===== config.mk =====
export PLATFORM = sky130hd
export DESIGN_NAME = standby_wake_timer
export DESIGN_NICKNAME = d
export VERILOG_FILES = /design/src/inc/standby_pkg.sv /design/src/hw/settle_counter.sv /design/src/hw/lite_slave.sv /design/src/hw/standby_wake_timer.sv
export SDC_FILE = /design/constraint.sdc
export NUM_CORES = 1
export LEC_CHECK = 0
export ABC_AREA = 1
export BUFFER_PORTS_ARGS = -buffer_cell sky130_fd_sc_hd__buf_2
export CAP_MARGIN = 0
export CORE_MARGIN = 2
export CORE_UTILIZATION = 56
export DETAILED_ROUTE_END_ITERATION = 8
export GPL_TIMING_DRIVEN = 0
export HOLD_SLACK_MARGIN = 0.03
export PLACE_DENSITY_LB_ADDON = 0.1
export SLEW_MARGIN = 20
export SYNTH_ARGS = -nofsm -noshare
export SYNTH_HDL_FRONTEND = slang
export SYNTH_SLANG_ARGS = --single-unit

===== constraint.sdc =====
create_clock -name aclk -period 4.2 [get_ports aclk]
set_input_delay 0.84 -clock aclk [delete_from_list [all_inputs] [get_ports aclk]]
set_output_delay 0.84 -clock aclk [all_outputs]
set_load 0.005 [all_outputs]

===== src/inc/standby_pkg.sv =====
// constants, register layout and state codes for the standby wake timer
package standby_pkg;
    // register byte addresses
    localparam logic [31:0] STANDBY_CONTROL_OFFSET = 32'h0000_0000;
    localparam logic [31:0] POWER_STATUS_OFFSET = 32'h0000_0004;
    // standby_control field positions
    localparam int STANDBY_SELECT_BIT = 15;
    localparam int OUTPUT_ENABLE_BIT = 14;
    localparam int WAIT_SEL_LSB = 8;
    localparam int WAIT_SEL_W = 5;
    localparam int SLEEP_EXC_BIT = 7;
    localparam int CTRL_W = 16;
    // standby_control reset values
    localparam logic [4:0] WAIT_SEL_RESET = 5'h0f;
    localparam logic STANDBY_SELECT_RESET = 1'b0;
    localparam logic OUTPUT_ENABLE_RESET = 1'b1;
    localparam logic SLEEP_EXC_RESET = 1'b0;
    // selector codes with a defined wait
    localparam logic [4:0] SEL_64 = 5'h05;
    localparam logic [4:0] SEL_512 = 5'h06;
    localparam logic [4:0] SEL_1024 = 5'h07;
    localparam logic [4:0] SEL_2048 = 5'h08;
    localparam logic [4:0] SEL_4096 = 5'h09;
    localparam logic [4:0] SEL_16384 = 5'h0a;
    localparam logic [4:0] SEL_32768 = 5'h0b;
    localparam logic [4:0] SEL_65536 = 5'h0c;
    localparam logic [4:0] SEL_131072 = 5'h0d;
    localparam logic [4:0] SEL_262144 = 5'h0e;
    localparam logic [4:0] SEL_524288 = 5'h0f;
    // wait counter width and the short waits, in peripheral-clock states
    localparam int CNT_W = 20;
    localparam logic [19:0] WAIT_64 = 20'h0_0040;
    localparam logic [19:0] WAIT_512 = 20'h0_0200;
    localparam logic [19:0] WAIT_1024 = 20'h0_0400;
    localparam logic [19:0] WAIT_2048 = 20'h0_0800;
    localparam logic [19:0] WAIT_4096 = 20'h0_1000;
    // bus responses
    localparam logic [1:0] RESP_OKAY = 2'h0;
    localparam logic [1:0] RESP_SLVERR = 2'h2;
    // power sequencer states
    typedef enum logic [1:0] {
        ST_RUN = 2'b00,
        ST_SLEEP = 2'b01,
        ST_STANDBY = 2'b10,
        ST_SETTLE = 2'b11
    } power_state_t;
endpackage


===== src/hw/settle_counter.sv =====
// up-counter that times the oscillator settling wait
`timescale 1ns/1ns
module settle_counter
    import standby_pkg::*;
#(
    parameter int WIDTH = CNT_W
) (
    input wire logic aclk,
    input wire logic aresetn,
    input wire logic ce,
    input wire logic start,
    input wire logic [WIDTH-1:0] length,
    output logic busy,
    output logic done
);
    logic [WIDTH-1:0] count_reg;
    logic [WIDTH-1:0] length_reg;
    logic busy_reg;
    logic done_reg;
    logic last;

    // length is latched so a register write mid-wait cannot shorten it
    assign last = (count_reg == length_reg - WIDTH'(1));
    assign busy = busy_reg;
    assign done = done_reg;

    // load from zero on start, one step per peripheral clock
    always_ff @(posedge aclk) begin
        if (!aresetn) begin
            count_reg <= '0;
            length_reg <= '0;
            busy_reg <= 1'b0;
            done_reg <= 1'b0;
        end else if (ce) begin
            done_reg <= 1'b0;
            if (start) begin
                count_reg <= '0;
                length_reg <= length;
                busy_reg <= 1'b1;
            end else if (busy_reg) begin
                count_reg <= count_reg + WIDTH'(1);
                if (last) begin
                    busy_reg <= 1'b0;
                    done_reg <= 1'b1;
                end
            end
        end
    end
endmodule


===== src/hw/lite_slave.sv =====
// axi4-lite slave front end with a simple register access port
`timescale 1ns/1ns
module lite_slave
    import standby_pkg::*;
(
    input wire logic aclk,
    input wire logic aresetn,
    input wire logic ce,
    input wire logic [31:0] awaddr,
    input wire logic awvalid,
    output logic awready,
    input wire logic [31:0] wdata,
    input wire logic [3:0] wstrb,
    input wire logic wvalid,
    output logic wready,
    output logic [1:0] bresp,
    output logic bvalid,
    input wire logic bready,
    input wire logic [31:0] araddr,
    input wire logic arvalid,
    output logic arready,
    output logic [31:0] rdata,
    output logic [1:0] rresp,
    output logic rvalid,
    input wire logic rready,
    output logic wr_en,
    output logic [31:0] wr_addr,
    output logic [31:0] wr_data,
    output logic [3:0] wr_strb,
    input wire logic wr_ok,
    output logic [31:0] rd_addr,
    input wire logic [31:0] rd_data,
    input wire logic rd_ok
);
    logic aw_full_reg;
    logic w_full_reg;
    logic [31:0] awaddr_reg;
    logic [31:0] wdata_reg;
    logic [3:0] wstrb_reg;
    logic aw_take;
    logic w_take;
    logic ar_take;

    // each channel is taken once its holding slot is empty and no response on its side is pending
    assign awready = ce && !aw_full_reg && !bvalid;
    assign wready = ce && !w_full_reg && !bvalid;
    assign arready = ce && !rvalid;
    assign aw_take = awvalid && awready;
    assign w_take = wvalid && wready;
    assign ar_take = arvalid && arready;
    // write lands one cycle after both halves are held
    assign wr_en = ce && aw_full_reg && w_full_reg && !bvalid;
    assign wr_addr = awaddr_reg;
    assign wr_data = wdata_reg;
    assign wr_strb = wstrb_reg;
    assign rd_addr = araddr;

    // write path
    always_ff @(posedge aclk) begin
        if (!aresetn) begin
            aw_full_reg <= 1'b0;
            w_full_reg <= 1'b0;
            awaddr_reg <= '0;
            wdata_reg <= '0;
            wstrb_reg <= '0;
            bvalid <= 1'b0;
            bresp <= RESP_OKAY;
        end else if (ce) begin
            if (aw_take) begin
                aw_full_reg <= 1'b1;
                awaddr_reg <= awaddr;
            end
            if (w_take) begin
                w_full_reg <= 1'b1;
                wdata_reg <= wdata;
                wstrb_reg <= wstrb;
            end
            if (wr_en) begin
                aw_full_reg <= 1'b0;
                w_full_reg <= 1'b0;
                bvalid <= 1'b1;
                bresp <= wr_ok ? RESP_OKAY : RESP_SLVERR;
            end else if (bvalid && bready) begin
                bvalid <= 1'b0;
            end
        end
    end

    // read path, data registered at the address handshake
    always_ff @(posedge aclk) begin
        if (!aresetn) begin
            rvalid <= 1'b0;
            rdata <= '0;
            rresp <= RESP_OKAY;
        end else if (ce) begin
            if (ar_take) begin
                rvalid <= 1'b1;
                rdata <= rd_ok ? rd_data : 32'h0000_0000;
                rresp <= rd_ok ? RESP_OKAY : RESP_SLVERR;
            end else if (rvalid && rready) begin
                rvalid <= 1'b0;
            end
        end
    end
endmodule


===== src/hw/standby_wake_timer.sv =====
// standby control register, sleep sequencing and wake settling timer
//
// Overview of operation
// The five-bit wait selector sets how long resumption is held off after an external interrupt ends software standby.
// During settling the wait counter steps once per peripheral clock cycle.
// Codes 00101, 00110 and 00111 give 64, 512 and 1024 states; 00000 to 00100 and all 1xxxx codes are reserved.
// Codes 01000, 01001 and 01010 give 2048, 4096 and 16384 states.
// Codes 01011 to 01111 give 32768, 65536, 131072, 262144 and 524288 states in that order.
// The selector resets to 01111, the longest wait.
// Software picks a wait no shorter than the oscillator or pll settling time.
// With the sleep exception enable at 0 the sleep instruction enters a power-down state.
// With it at 1 the sleep instruction raises a sleep exception instead of powering down.
// Hardware never clears the sleep exception enable; it stays 1 after the exception.
// Writing 0 clears the sleep exception enable; it sits at bit 7 and resets to 0.
// Bit 13 always reads 0.
// Bits 6 to 0 always read 0.
// Standby select 0 makes sleep enter sleep mode, 1 enters software standby timed by the selector.
// Software clears standby select whenever it sets the sleep exception enable.
// On wake the counter loads zero, counts to the selected length, then releases the core.
`timescale 1ns/1ns
module standby_wake_timer
    import standby_pkg::*;
#(
    parameter int unsigned WAIT_16384 = 16384,
    parameter int unsigned WAIT_32768 = 32768,
    parameter int unsigned WAIT_65536 = 65536,
    parameter int unsigned WAIT_131072 = 131072,
    parameter int unsigned WAIT_262144 = 262144,
    parameter int unsigned WAIT_524288 = 524288
) (
    input wire logic aclk,
    input wire logic aresetn,
    input wire logic ce,

    // register bus
    input wire logic [31:0] awaddr,
    input wire logic awvalid,
    output logic awready,
    input wire logic [31:0] wdata,
    input wire logic [3:0] wstrb,
    input wire logic wvalid,
    output logic wready,
    output logic [1:0] bresp,
    output logic bvalid,
    input wire logic bready,
    input wire logic [31:0] araddr,
    input wire logic arvalid,
    output logic arready,
    output logic [31:0] rdata,
    output logic [1:0] rresp,
    output logic rvalid,
    input wire logic rready,

    // core side and wake pin
    input wire logic sleep_exec,
    input wire logic int_request,
    input wire logic ext_wake,

    // strobes and mode levels
    output logic sleep_exception,
    output logic sleep_mode,
    output logic standby_mode,
    output logic settling,
    output logic core_resume,
    output logic output_port_enable
);
    // standby_control fields
    logic standby_select_reg;
    logic output_enable_reg;
    logic [4:0] wait_select_reg;
    logic sleep_exception_enable_reg;
    logic [15:0] standby_control;

    // sequencer
    power_state_t state_reg;
    power_state_t state_next;
    logic sleep_exception_reg;
    logic core_resume_reg;
    logic ext_wake_meta_reg;
    logic ext_wake_sync_reg;
    // strobe conditions
    logic exc_go;
    logic resume_go;

    // bus access port
    logic wr_en;
    logic [31:0] wr_addr;
    logic [31:0] wr_data;
    logic [3:0] wr_strb;
    logic wr_ok;
    logic [31:0] rd_addr;
    logic [31:0] rd_data;
    logic rd_ok;
    // decoded strobes
    logic wr_ctrl;
    logic wr_lo;
    logic wr_hi;
    logic rd_status;

    // settling timer
    // full width, so the longest wait fits
    logic [CNT_W-1:0] wait_len;
    logic cnt_start;
    logic cnt_busy;
    logic cnt_done;

    // bus front end, answers a read a clock after the take, a write two clocks after
    lite_slave u_bus (
        .aclk(aclk),
        .aresetn(aresetn),
        .ce(ce),
        .awaddr(awaddr),
        .awvalid(awvalid),
        .awready(awready),
        .wdata(wdata),
        .wstrb(wstrb),
        .wvalid(wvalid),
        .wready(wready),
        .bresp(bresp),
        .bvalid(bvalid),
        .bready(bready),
        .araddr(araddr),
        .arvalid(arvalid),
        .arready(arready),
        .rdata(rdata),
        .rresp(rresp),
        .rvalid(rvalid),
        .rready(rready),
        .wr_en(wr_en),
        .wr_addr(wr_addr),
        .wr_data(wr_data),
        .wr_strb(wr_strb),
        .wr_ok(wr_ok),
        .rd_addr(rd_addr),
        .rd_data(rd_data),
        .rd_ok(rd_ok)
    );

    // address decode; the status word is read-only, so writes to it error
    assign wr_ok = (wr_addr == STANDBY_CONTROL_OFFSET);
    assign rd_status = (rd_addr == POWER_STATUS_OFFSET);
    assign rd_ok = (rd_addr == STANDBY_CONTROL_OFFSET) || rd_status;
    assign wr_ctrl = wr_en && wr_ok;

    // lane 1 holds bits 15..8, lane 0 bit 7
    assign wr_lo = wr_ctrl && wr_strb[0];
    assign wr_hi = wr_ctrl && wr_strb[1];

    // reserved bits 13 and 6..0 are not stored and read as zero
    assign standby_control = {standby_select_reg,
                              output_enable_reg,
                              1'b0,
                              wait_select_reg,
                              sleep_exception_enable_reg,
                              7'h00};

    // status: state code in bits 1..0
    assign rd_data = rd_status
                   ? {30'h0000_0000, state_reg}
                   : {16'h0000, standby_control};

    // register writes; only software ever changes these bits
    always_ff @(posedge aclk) begin
        if (!aresetn) begin
            standby_select_reg <= STANDBY_SELECT_RESET;
            output_enable_reg <= OUTPUT_ENABLE_RESET;
            wait_select_reg <= WAIT_SEL_RESET;
            sleep_exception_enable_reg <= SLEEP_EXC_RESET;
        end else if (ce) begin
            if (wr_hi) begin
                standby_select_reg <= wr_data[STANDBY_SELECT_BIT];
                output_enable_reg <= wr_data[OUTPUT_ENABLE_BIT];
                wait_select_reg <= wr_data[WAIT_SEL_LSB +: WAIT_SEL_W];
            end

            if (wr_lo) begin
                sleep_exception_enable_reg <= wr_data[SLEEP_EXC_BIT];
            end
        end
    end

    // selector to wait length; reserved codes fall back to the longest wait,
    // erring on the side of a stable clock
    always_comb begin
        // long waits are parameters
        case (wait_select_reg)
            SEL_64: wait_len = WAIT_64;
            SEL_512: wait_len = WAIT_512;
            SEL_1024: wait_len = WAIT_1024;
            SEL_2048: wait_len = WAIT_2048;
            SEL_4096: wait_len = WAIT_4096;
            SEL_16384: wait_len = CNT_W'(WAIT_16384);
            SEL_32768: wait_len = CNT_W'(WAIT_32768);
            SEL_65536: wait_len = CNT_W'(WAIT_65536);
            SEL_131072: wait_len = CNT_W'(WAIT_131072);
            SEL_262144: wait_len = CNT_W'(WAIT_262144);
            SEL_524288: wait_len = CNT_W'(WAIT_524288);
            default: wait_len = CNT_W'(WAIT_524288);
        endcase
    end

    // external interrupt arrives from a pin, two flops before use
    // a wake shorter than a clock may be missed
    always_ff @(posedge aclk) begin
        if (!aresetn) begin
            ext_wake_meta_reg <= 1'b0;
            ext_wake_sync_reg <= 1'b0;
        end else if (ce) begin
            ext_wake_meta_reg <= ext_wake;
            ext_wake_sync_reg <= ext_wake_meta_reg;
        end
    end

    // sequencer next state
    always_comb begin
        state_next = state_reg;
        case (state_reg)
            // an enabled exception keeps the core running
            ST_RUN: begin
                if (sleep_exec && !sleep_exception_enable_reg) begin
                    state_next = standby_select_reg ? ST_STANDBY : ST_SLEEP;
                end
            end

            // any interrupt or the pin ends sleep
            ST_SLEEP: begin
                if (int_request || ext_wake_sync_reg) begin
                    state_next = ST_RUN;
                end
            end

            ST_STANDBY: begin
                // only an external interrupt ends software standby
                if (ext_wake_sync_reg) begin
                    state_next = ST_SETTLE;
                end
            end

            // the done strobe ends the wait
            ST_SETTLE: begin
                if (cnt_done) begin
                    state_next = ST_RUN;
                end
            end

            // unused code, back to run
            default: state_next = ST_RUN;
        endcase
    end

    // counter starts on the wake edge itself
    // reserved codes still give a full wait
    assign cnt_start = ce && (state_reg == ST_STANDBY) && ext_wake_sync_reg;

    // length is latched at start
    settle_counter #(
        .WIDTH(CNT_W)
    ) u_settle (
        .aclk(aclk),
        .aresetn(aresetn),
        .ce(ce),
        .start(cnt_start),
        .length(wait_len),
        .busy(cnt_busy),
        .done(cnt_done)
    );

    // the exception leaves the state untouched
    assign exc_go = (state_reg == ST_RUN) && sleep_exec && sleep_exception_enable_reg;

    // resume on every return to run
    assign resume_go = (state_reg != ST_RUN) && (state_next == ST_RUN);

    // sequencer state
    always_ff @(posedge aclk) begin
        if (!aresetn) begin
            state_reg <= ST_RUN;
        end else if (ce) begin
            state_reg <= state_next;
        end
    end

    // registered so the core sees clean pulses
    always_ff @(posedge aclk) begin
        if (!aresetn) begin
            sleep_exception_reg <= 1'b0;
            core_resume_reg <= 1'b0;
        end else if (ce) begin
            sleep_exception_reg <= exc_go;
            core_resume_reg <= resume_go;
        end
    end

    // mode outputs decoded from the state register
    assign sleep_mode = (state_reg == ST_SLEEP);
    assign standby_mode = (state_reg == ST_STANDBY) || (state_reg == ST_SETTLE);
    // low in the done cycle
    assign settling = (state_reg == ST_SETTLE) && cnt_busy;
    assign sleep_exception = sleep_exception_reg;
    assign core_resume = core_resume_reg;
    // used by pin drivers in standby
    assign output_port_enable = output_enable_reg;
endmodule


==> summary.txt, run 1 <==
Clock network
  – Clock sinks: between 100 and 150
  – CTS tree: built
  – Postcts setup bufs: 0
  – CTS Hold Bufs: 0
  – Root buf cell: clkbuf_8
  – Latest clock arrival within the worst-skew pair: between 0.5 and 0.6 ns
  – TritonCTS Buffers: 17
  – CTS Buffer Depth: 2
  – Worst-path clk slew: 0.06 ns
  – Htree depth: 4
  – Post-CTS sizing: 0

Outcome
  – Status: finished clean

Timing
  – Measured slew at the worst slew-check pin: about 0.56 ns
  – Max Transition Viols Final: 0
  – RSZ-0062 raised after global routing: no
  – Crit path time final: 2.35 ns
  – Relative slew slack: between 60% and 70%
  – Final Hold Viols: 0
  – Setup tns final: 0 ns
  – Peak Freq: 0.426 GHz
  – Tcrit/Tclk final: between 50 and 60%
  – Worst Skew: 0.0124 ns
  – Final Setup Violations: 0

Job
  – Max-cap viol count: 0

Pwr
  – Int Pwr: just under 0.002 W
  – Pwr Total: 0.00264 W
  – Clock network power share: 48.3%
  – Max rail drop VDD: around 0.26 mV
  – Sequential share of power: around 44%
  – Pwr Density: 402 nW/um2
  – Combinational share of power: under 10%
  – P_leak: approximately 3.0 nW
  – Sw frac: around a quarter
  – Net switching power: approximately 0.00067 W

Critical path
  – Max FO, Critical Path: 10
  – Required @ worst endpoint: 3.36 ns
  – Critical path class: input pin to output port
  – Startpoint class of the critical path: input pin
  – CP Capture Type: output port
  – Crit path DAT: between 1.5 and 2 ns

Floorplan
  – DIE AREA: approximately 10000 um2
  – Core ar.: between 9000 and 10000 um2
  – Rows: 35
  – Die X-Extent: between 100 and 150 um
  – Ports: between 150 and 200
  – Die height: about 100 um
  – Initial Util: 57.4%

Place
  – Final GP Congestion: approximately 0.87
  – Dpl hpwl: between 9 and 10 mm
  – PortBufs: 107

Global route
  – Largest net degree at the start of global routing: 17
  – First-pass GRT wire length: between 20 and 25 mm
  – Initial antenna violation count: 0
  – GR Util All Layers: approximately 25%
  – Vias in the first global route: ~5000
  – Global-route congestion overflow total: 0

Yosys
  – Post-synth EDFFs: 0
  – Sequential area share after synthesis: between 40% and 50%
  – Yosys top cell by area: dfxtp_1
  – Synth Area per Inst: 7.08 um2
  – Top cell type's share of synthesized area: 44.0%
  – Top cells by area, synth: dfxtp_1, nor2_1, nand2_1
  – Netlist cell types: 41
  – Synth Flop Type: dfxtp_1
  – Most common library cells after synthesis: nor2_1, nand2_1, dfxtp_1
  – Top-count cell post-synth: nor2_1
  – Cells after synthesis: 746
  – Async SR Flop Fraction: 0%
  – Mapped Area: between 5000 and 6000 um2
  – Flops & latches, synth: about 120
  – Yosys warns: 0

Drt
  – Wirelength per Cell: roughly 12 um
  – DRT antenna net count: 0
  – Iter 0 DRT Violations: roughly 200
  – Drc violations: 0
  – Drt via density: 5.05
  – Via count: around 5000
  – First-pass iteration count of the detailed router: 5
  – Total Wirelength: 12.3 mm

Finish
  – Final net count: 1008
  – Area grow syn2layout: 24.5%
  – N_diodes: 0
  – Max reg flops: 32
  – Layout cells sized above 1: around a fifth

Min path
  – HP Class: flip-flop to flip-flop
## worst max-delay path, cell delays in order
cell and delay [ns]:
buf_2 0.10, buf_4 0.19, nand2_1 0.09, nor2_1 0.15, buf_2 0.15
## power by group through the flow
| stage | Combinational, W | Sequential, W | Clock (W) |
|---|---|---|---|
| final | 0.000210 | 0.00116 | 0.00128 |
| after detailed placement | 0.000209 | 0.00118 | 0 |
| after global placement | 0.000205 | 0.00118 | 0 |
| after floorplan | 0.000133 | 0.00118 | 0 |
| after global routing | 0.000244 | 0.00116 | 0.00134 |
| after CTS | 0.000211 | 0.00116 | 0.00129 |
## cells in the final DEF, fill, tap and decap left out, drive strengths merged, types with 3 or more instances in the layout
master / instances
xnor2: 6
xor2: 3
clkinv: 11
nand4: 15
clkbuf: 32
o22ai: 9
buf: 139
a21oi: 37
nor3: 12
dfxtp: 116
nor2: 176
nand3: 47
nand2: 130
inv: 65
o21ai: 59
conb: 24
nor4: 10
## stage by stage
step           std cells  area, um2  worst slack (ns)  hold slack, ns  util [%]
4_1_cts             1019       6580              1.85           0.453      71.5
5_1_grt             1019       6580              1.77           0.472      71.5
2_1_floorplan        769       5370              2.17           0.430         -
3_5_place_dp         987       6040              1.83           0.448      65.7
6_report            1019       6580              1.85           0.450      71.5
3_3_place_gp         987       6040              1.86           0.436      65.7
## layout make-up
| type | instances | area (um2) |
|---|---|---|
| fillers | 795 | 2620 |
| multi-input cells | 544 | 2530 |
| flip-flops and latches | 116 | 2320 |
| repair buffers | 107 | 536 |
| clock buffers | 18 | 428 |
| plain buffers | 46 | 275 |
| inverters | 63 | 236 |
| well taps | 111 | 139 |
| clock inverters | 14 | 106 |
## cell families (layout without fill, tap and decap cells)
group	after synthesis	count (layout)	synth area share [%]
xor gates and xnor gates	9	9	1.49
and+or+nand+nor	396	396	33.0
other	1	24	0.0710
adders and majority gates	2	2	0.474
AOI/OAI and AO/OA	113	113	11.3
buffers and inverters	109	248	9.69
DFF	116	116	44.0
## worst paths after layout
check	startpoint	to	slack, ns	depth (start not counted)
worst max register to register	u_settle.length_reg[6]$_SDFFE_PN0P_	u_settle.busy$_SDFFE_PN0P_	2.09	14
worst min-delay path	flip-flop	u_settle.length_reg[12]$_SDFFE_PN0P_	0.45	2
worst min register to register	flip-flop	u_settle.length_reg[12]$_SDFFE_PN0P_	0.45	2
worst max-delay path	ce	wready	1.85	5
## per-layer routing
metal | routed length [um] | track usage, %
met5 | 0 | 0
met4 | 201 | 9.15
met2 | 5910 | 44.7
met3 | 759 | 6.03
met1 | 5390 | 29.3
No activity file was read; power rests on OpenSTA's default activity.
==> inputs of run 2 (changes only) <==
- CORE_UTILIZATION: 56 -> 47
- clock period: 4.2 -> 1.9 ns (I/O delays scaled with it)
==> run 2 against run 1 <==
  * Via count down 0.99%
  * Cell count up 3.1%
  * Flip-flop and latch count unchanged
  * Worst setup slack worse by 1.8 ns
  * Sequential power up 120%
  * First-iteration DRC count up 46%
  * Count of clock-buffer cells in the layout up 3
  * Global-route usage down 1.8 points
  * Routed wire length up 6.3%
  * Die area up 18%
  * Design area up 3.4%
  * Register-to-register slack worse by 2.0 ns
  * Largest cell class unchanged
  * Largest power group unchanged
==> summary.txt, run 2 (synthesis gave the netlist of run 1 again) <==
Outcome
  – Status: finished clean

Drt
  – Iter 0 DRT Violations: 297
  – Drt via density: around 4.8
  – Drc violations: 0
  – DRT antenna net count: 0
  – Total Wirelength: ~13 mm
  – Via count: between 5000 and 6000
  – Wirelength per Cell: 12.4 um
  – First-pass iteration count of the detailed router: 4

Finish
  – Area grow syn2layout: 28.7%
  – Most frequent cells in the layout: nor2_1, nand2_1, dfxtp_1
  – FILL cells: ~1000
  – Max reg flops: 32
  – Final net count: about 1000
  – Commonest non-fill, non-tap cell in the layout: nor2_1
  – Layout Cell Area excl Fill: 6800 um2
  – Register area: about 2300 um2
  – Multi-input logic area: 2590 um2
  – N_diodes: 0
  – Layout cells sized above 1: a little under a quarter

Place
  – Dpl hpwl: 9.91 mm
  – PortBufs: 107
  – Final GP Congestion: 0.826
  – Placed Instance Area: slightly above 6000 um2

Floorplan
  – Die X-Extent: around 110 um
  – Initial Util: ~49%
  – Rows: 38
  – Ports: between 150 and 200
  – Die height: between 100 and 150 um
  – DIE AREA: 12100 um2
  – Core ar.: between 10000 and 15000 um2

Global route
  – Global-route congestion overflow total: 0
  – GR Util All Layers: a little under a quarter
  – Initial antenna violation count: 0
  – Vias in the first global route: around 5000
  – Largest net degree at the start of global routing: 17
  – First-pass GRT wire length: 21.8 mm

Clock network
  – Root buf cell: clkbuf_8
  – Clock sinks: about 120
  – Htree depth: 4
  – CTS Hold Bufs: 0
  – CTS Buffer Depth: 2
  – CTS tree: built
  – Latest clock arrival within the worst-skew pair: between 0.5 and 0.6 ns
  – Worst-path clk slew: about 0.060 ns
  – TritonCTS Buffers: 17

Timing
  – Measured slew at the worst slew-check pin: 0.608 ns
  – Final Setup Violations: 0
  – Final Hold Viols: 0
  – RSZ-0062 raised after global routing: no
  – Peak Freq: about 0.55 GHz
  – Crit path time final: approximately 1.8 ns
  – Worst Skew: around 0.010 ns
  – Hold WS: roughly 0.079 ns
  – Tcrit/Tclk final: between 90 and 100%
  – Max Transition Viols Final: 0
  – Relative slew slack: ~59%

Critical path
  – Critical Path Source: state_reg[0]$_SDFFE_PN0P_
  – Critical path class: flip-flop to output port
  – Cell family with most CP delay: flip-flops
  – CP max stage cell: dfxtp_1
  – Crit-path cells: inv_2, nor2_1, buf_2
  – WP depth: 3
  – Startpoint class of the critical path: flip-flop
  – Max FO, Critical Path: 6
  – Reg-to-reg startpoint: u_settle.count_reg[0]$_SDFFE_PN0P_
  – R2r setup slk: 0.13 ns
  – Crit path DAT: 1.43 ns
  – Worst Path Buf+Inv: 2
  – Critical Path Max Stage Delay: around 0.45 ns
  – Required @ worst endpoint: 1.52 ns
  – Reg2reg end: u_settle.count_reg[14]$_SDFFE_PN0P_
  – CP Capture Type: output port
  – R2r worst-path depth: 9

Pwr
  – Max rail drop VDD: between 0.5 and 0.6 mV
  – Pwr Density: roughly 940 nW/um2
  – P_leak: around 3.1 nW
  – Pwr Total: between 0.006 and 0.007 W

Job
  – Max-cap viol count: 0

Min path
  – Hold Startpoint: ext_wake
  – Worst hold path cell count: 3
  – HP Class: input pin to flip-flop
  – Hold Crit Endpoint: ext_wake_meta_reg$_SDFFE_PN0P_
==> run 2: cell count changes in the layout (fill, tap and decap cells not counted), moves of 2 or more <==
cell	change
nor2_1	-10
nor2_2	+9
bufinv_16	+4
clkinv_4	-4
buf_4	+3
clkinv_2	-3
clkbuf_8	+2
clkinvlp_4	+2
inv_6	-2
==> run 2: power by group <==
group | leakage [nW] | switching (W) | total (W) | internal, W
logic | 1.84 | 0.000269 | 0.000477 | 0.000208
registers | 0.944 | 0.0000459 | 0.00256 | 0.00251
clock network | 0.301 | 0.00114 | 0.00338 | 0.00224
==> run 2: worst max path at each step <==
stage	slack, ns	endpoint
after floorplan	0.31	u_settle.busy$_SDFFE_PN0P_
after global placement	-0.11	u_settle.busy$_SDFFE_PN0P_
after detailed placement	-0.12	u_settle.busy$_SDFFE_PN0P_
after CTS	0.0006	u_settle.busy$_SDFFE_PN0P_
after global routing	0.006	u_settle.count_reg[16]$_SDFFE_PN0P_
final	0.09	sleep_mode
==> run 2: metrics by stage <==
step	std cells	setup slack [ns]	util (%)	setup TNS [ns]
2_1_floorplan	769	0.310	-	0
3_3_place_gp	1016	-0.111	55.8	-0.180
3_5_place_dp	1016	-0.117	55.8	-0.335
4_1_cts	1048	0.000594	61.8	0
5_1_grt	1051	0.00568	62.4	0
6_report	1051	0.0930	62.4	0
==> run 2: layout make-up <==
cell class              instances  area share, %
repair buffers                110           8.21
plain buffers                  46           4.05
multi-input cells             544           38.2
clock inverters                11           2.56
well taps                     140           2.58
clock buffers                  21           6.75
inverters                      63           3.51
flip-flops and latches        116           34.2
==> run 2: metal layers <==
metal	global-route usage, %	wire, um	vias up
met5	0	0	-
met4	9.67	220	0
met3	6.29	651	19
met2	40.8	6620	117
met1	26.6	5540	2269
li1	-	-	2691
==> run 2: timing repair <==
action	4_1_cts	5_1_grt
setup buffers	0	3
resized for setup	4	14
pin swaps	0	3
endpoints found under the setup margin	3	28
==> run 2: tightest hold or removal path, stage by stage <==
cell and delay, ns:
buf_2 0.08, nor2_1 0.03, nor2_1 0.08
==> inputs of run 3 (changes only) <==
- ABC_AREA: 1 -> not set
- CORE_UTILIZATION: 47 -> 46
- SETUP_SLACK_MARGIN: not set -> 0.2
==> run 3 against run 2 <==
  * The run now ends with setup timing left
  * Clock skew fell by 0.0033 ns
  * Worst setup slack worse by 0.23 ns
  * First-iteration DRC count is 24% lower
  * Sequential power about the same
  * Largest power group unchanged
==> summary.txt, run 3 <==
Outcome
  – Status: finished, violations left
  – Failing checks: setup timing

Floorplan
  – DIE AREA: between 10000 and 15000 um2
  – Die height: 107 um
  – Rows: 37
  – Core ar.: approximately 10000 um2
  – Ports: 158
  – Die X-Extent: around 110 um
  – Initial Util: a little under half

Timing
  – Relative slew slack: 60.2%
  – RSZ-0062 raised after global routing: yes
  – Measured slew at the worst slew-check pin: between 0.5 and 0.6 ns
  – Tcrit/Tclk final: 107%
  – Peak Freq: roughly 0.49 GHz
  – Worst Skew: just under 0.007 ns
  – Max Transition Viols Final: 0
  – Crit path time final: 2.04 ns
  – Final Setup Violations: 18
  – Final Hold Viols: 0
  – Setup WS post-layout: -0.136 ns
  – Setup tns final: -1.31 ns

Yosys
  – Post-synth EDFFs: 0
  – Flops & latches, synth: roughly 120
  – Most common library cells after synthesis: nand2_1, dfxtp_1, nor2_1
  – Top cells by area, synth: dfxtp_1, nand2_1, a21oi_1
  – Synth Area per Inst: between 8 and 9 um2
  – Cells after synthesis: 587
  – Yosys top cell by area: dfxtp_1
  – Async SR Flop Fraction: 0%
  – Netlist cell types: 47
  – Yosys warns: 0
  – Mapped Area: just under 5000 um2
  – Synth Flop Type: dfxtp_1
  – Sequential area share after synthesis: a little under half
  – Top-count cell post-synth: nand2_1
  – Top cell type's share of synthesized area: between 40% and 50%

Pwr
  – Pwr Total: 0.00623 W
  – Max rail drop VDD: about 0.77 mV
  – P_leak: roughly 3 nW
  – Int Pwr: just under 0.005 W
  – Pwr Density: roughly 890 nW/um2
  – Sw frac: a little over a fifth
  – Clock network power share: a little over half
  – Combinational share of power: about 7.3%
  – Net switching power: about 0.0014 W
  – Sequential share of power: between 40% and 50%

Place
  – Placed Instance Area: about 5700 um2
  – PortBufs: roughly 110
  – Dpl hpwl: a little under 9 mm
  – Placement-stage worst setup slack: -0.651 ns
  – Final GP Congestion: ~0.81

Drt
  – Iter 0 DRT Violations: about 230
  – Drc violations: 0
  – First-pass iteration count of the detailed router: 4
  – DRT antenna net count: 0
  – Via count: about 4700
  – Total Wirelength: roughly 13 mm
  – Wirelength per Cell: roughly 14 um
  – Drt via density: about 5.1

Critical path
  – Critical path class: flip-flop to flip-flop
  – Startpoint class of the critical path: flip-flop
  – CP Capture Type: flip-flop
  – Required @ worst endpoint: 2.29 ns
  – Max FO, Critical Path: 3
  – Crit path DAT: between 2 and 2.5 ns

Global route
  – GR Util All Layers: about a quarter
  – Largest net degree at the start of global routing: 17
  – Initial antenna violation count: 0
  – Vias in the first global route: ~4700
  – First-pass GRT wire length: 21.5 mm
  – Global-route congestion overflow total: 0

Finish
  – Util after Layout: between 60% and 70%
  – Area grow syn2layout: 42.9%
  – Most frequent cells in the layout: nand2_1, buf_2, dfxtp_1
  – Max reg flops: 32
  – Commonest non-fill, non-tap cell in the layout: nand2_1
  – N_diodes: 0
  – Layout Cell Area excl Fill: about 7000 um2
  – Final net count: slightly below 900
  – Layout cells sized above 1: 34.0%

Clock network
  – CTS Hold Bufs: 0
  – Clock sinks: 116
  – Latest clock arrival within the worst-skew pair: 0.51 ns
  – Worst-path clk slew: roughly 0.06 ns
  – CTS tree: built
  – TritonCTS Buffers: 17
  – CTS Buffer Depth: 2
  – Htree depth: 4
  – Root buf cell: clkbuf_8

Job
  – Max-cap viol count: 0

Min path
  – HP Class: input pin to flip-flop
run 3: cell types whose count changed in the layout (fill, tap and decap cells not counted), sizes merged, moves of 9 or more:
| cell | change |
|---|---|
| buf | +30 |
| a21oi | +14 |
| xor2 | +11 |
| inv | -52 |
| and3 | +10 |
| nand3 | -39 |
| nand4 | -9 |
| o21ai | -47 |
| nor2 | -118 |
| xnor2 | +12 |
| mux2i | +9 |
| nor4 | +9 |
run 3: worst paths after layout:
kind	start	endpoint	slack, ns	depth (start not counted)
min reg2reg	flip-flop	u_settle.length_reg[9]$_SDFFE_PN0P_	0.43	2
max reg2reg	u_bus.wr_addr[25]$_SDFFE_PN0P_	flip-flop	-0.14	7
min	awaddr[30]	u_bus.wr_addr[30]$_SDFFE_PN0P_	0.10	3
max	u_bus.wr_addr[25]$_SDFFE_PN0P_	flip-flop	-0.14	7
run 3: worst max-delay path, cell delays in order, from the launching register on:
cell     delay [ns]
dfxtp_2        0.33
nor4_4         0.31
nand4_2        0.17
nor4_4         0.40
buf_4          0.19
mux2_4         0.32
nor2b_4        0.11
o22ai_1        0.08
run 3: cells by family (layout without fill, tap and decap cells):
kind of cell	after synthesis	after routing	synth area share, %
buffers and inverters	61	233	6.52
other	1	24	0.0763
AOI/OAI and AO/OA	95	95	11.9
muxes	10	10	2.06
and+or+nand+nor	270	270	26.0
xor gates and xnor gates	32	32	5.70
adders and majority gates	2	2	0.509
DFF	116	116	47.3
run 3: metal layers:
metal / part of all wire, % / GRT usage [%] / vias to the layer above
li1: - / - / 2319
met1: 41 / 26.1 / 2169
met2: 51 / 42.9 / 134
met3: 4.6 / 5.75 / 35
met4: 3.0 / 11.6 / 0
met5: 0 / 0 / -
run 3: layout make-up:
cell class,instances,area (um2)
fillers,851,3350
plain buffers,50,303
clock buffers,20,445
multi-input cells,433,2710
repair buffers,142,853
well taps,136,170
inverters,11,41.3
flip-flops and latches,116,2340
clock inverters,10,156
run 3: power by group through the flow:
| stage | combinational, W | clock (W) | sequential (W) |
|---|---|---|---|
| after detailed placement | 0.000395 | 0 | 0.00258 |
| after floorplan | 0.000242 | 0 | 0.00257 |
| final | 0.000454 | 0.00324 | 0.00253 |
| after CTS | 0.000425 | 0.00328 | 0.00253 |
| after global placement | 0.000388 | 0 | 0.00257 |
| after global routing | 0.000503 | 0.00342 | 0.00254 |
run 3: stage by stage:
stage,std cells,hold slack [ns]
after floorplan,610,0.401
after global placement,851,0.416
after detailed placement,851,0.417
after CTS,903,0.0858
after global routing,918,0.0895
final,918,0.105
run 3: timing repair:
| action | 4_1_cts | 5_1_grt |
|---|---|---|
| buffers inserted | 22 | 15 |
| pin swaps | 27 | 20 |
| hold endpoints to repair | 0 | 0 |
| setup endpoints to repair | 73 | 78 |
| resized for setup | 63 | 29 |
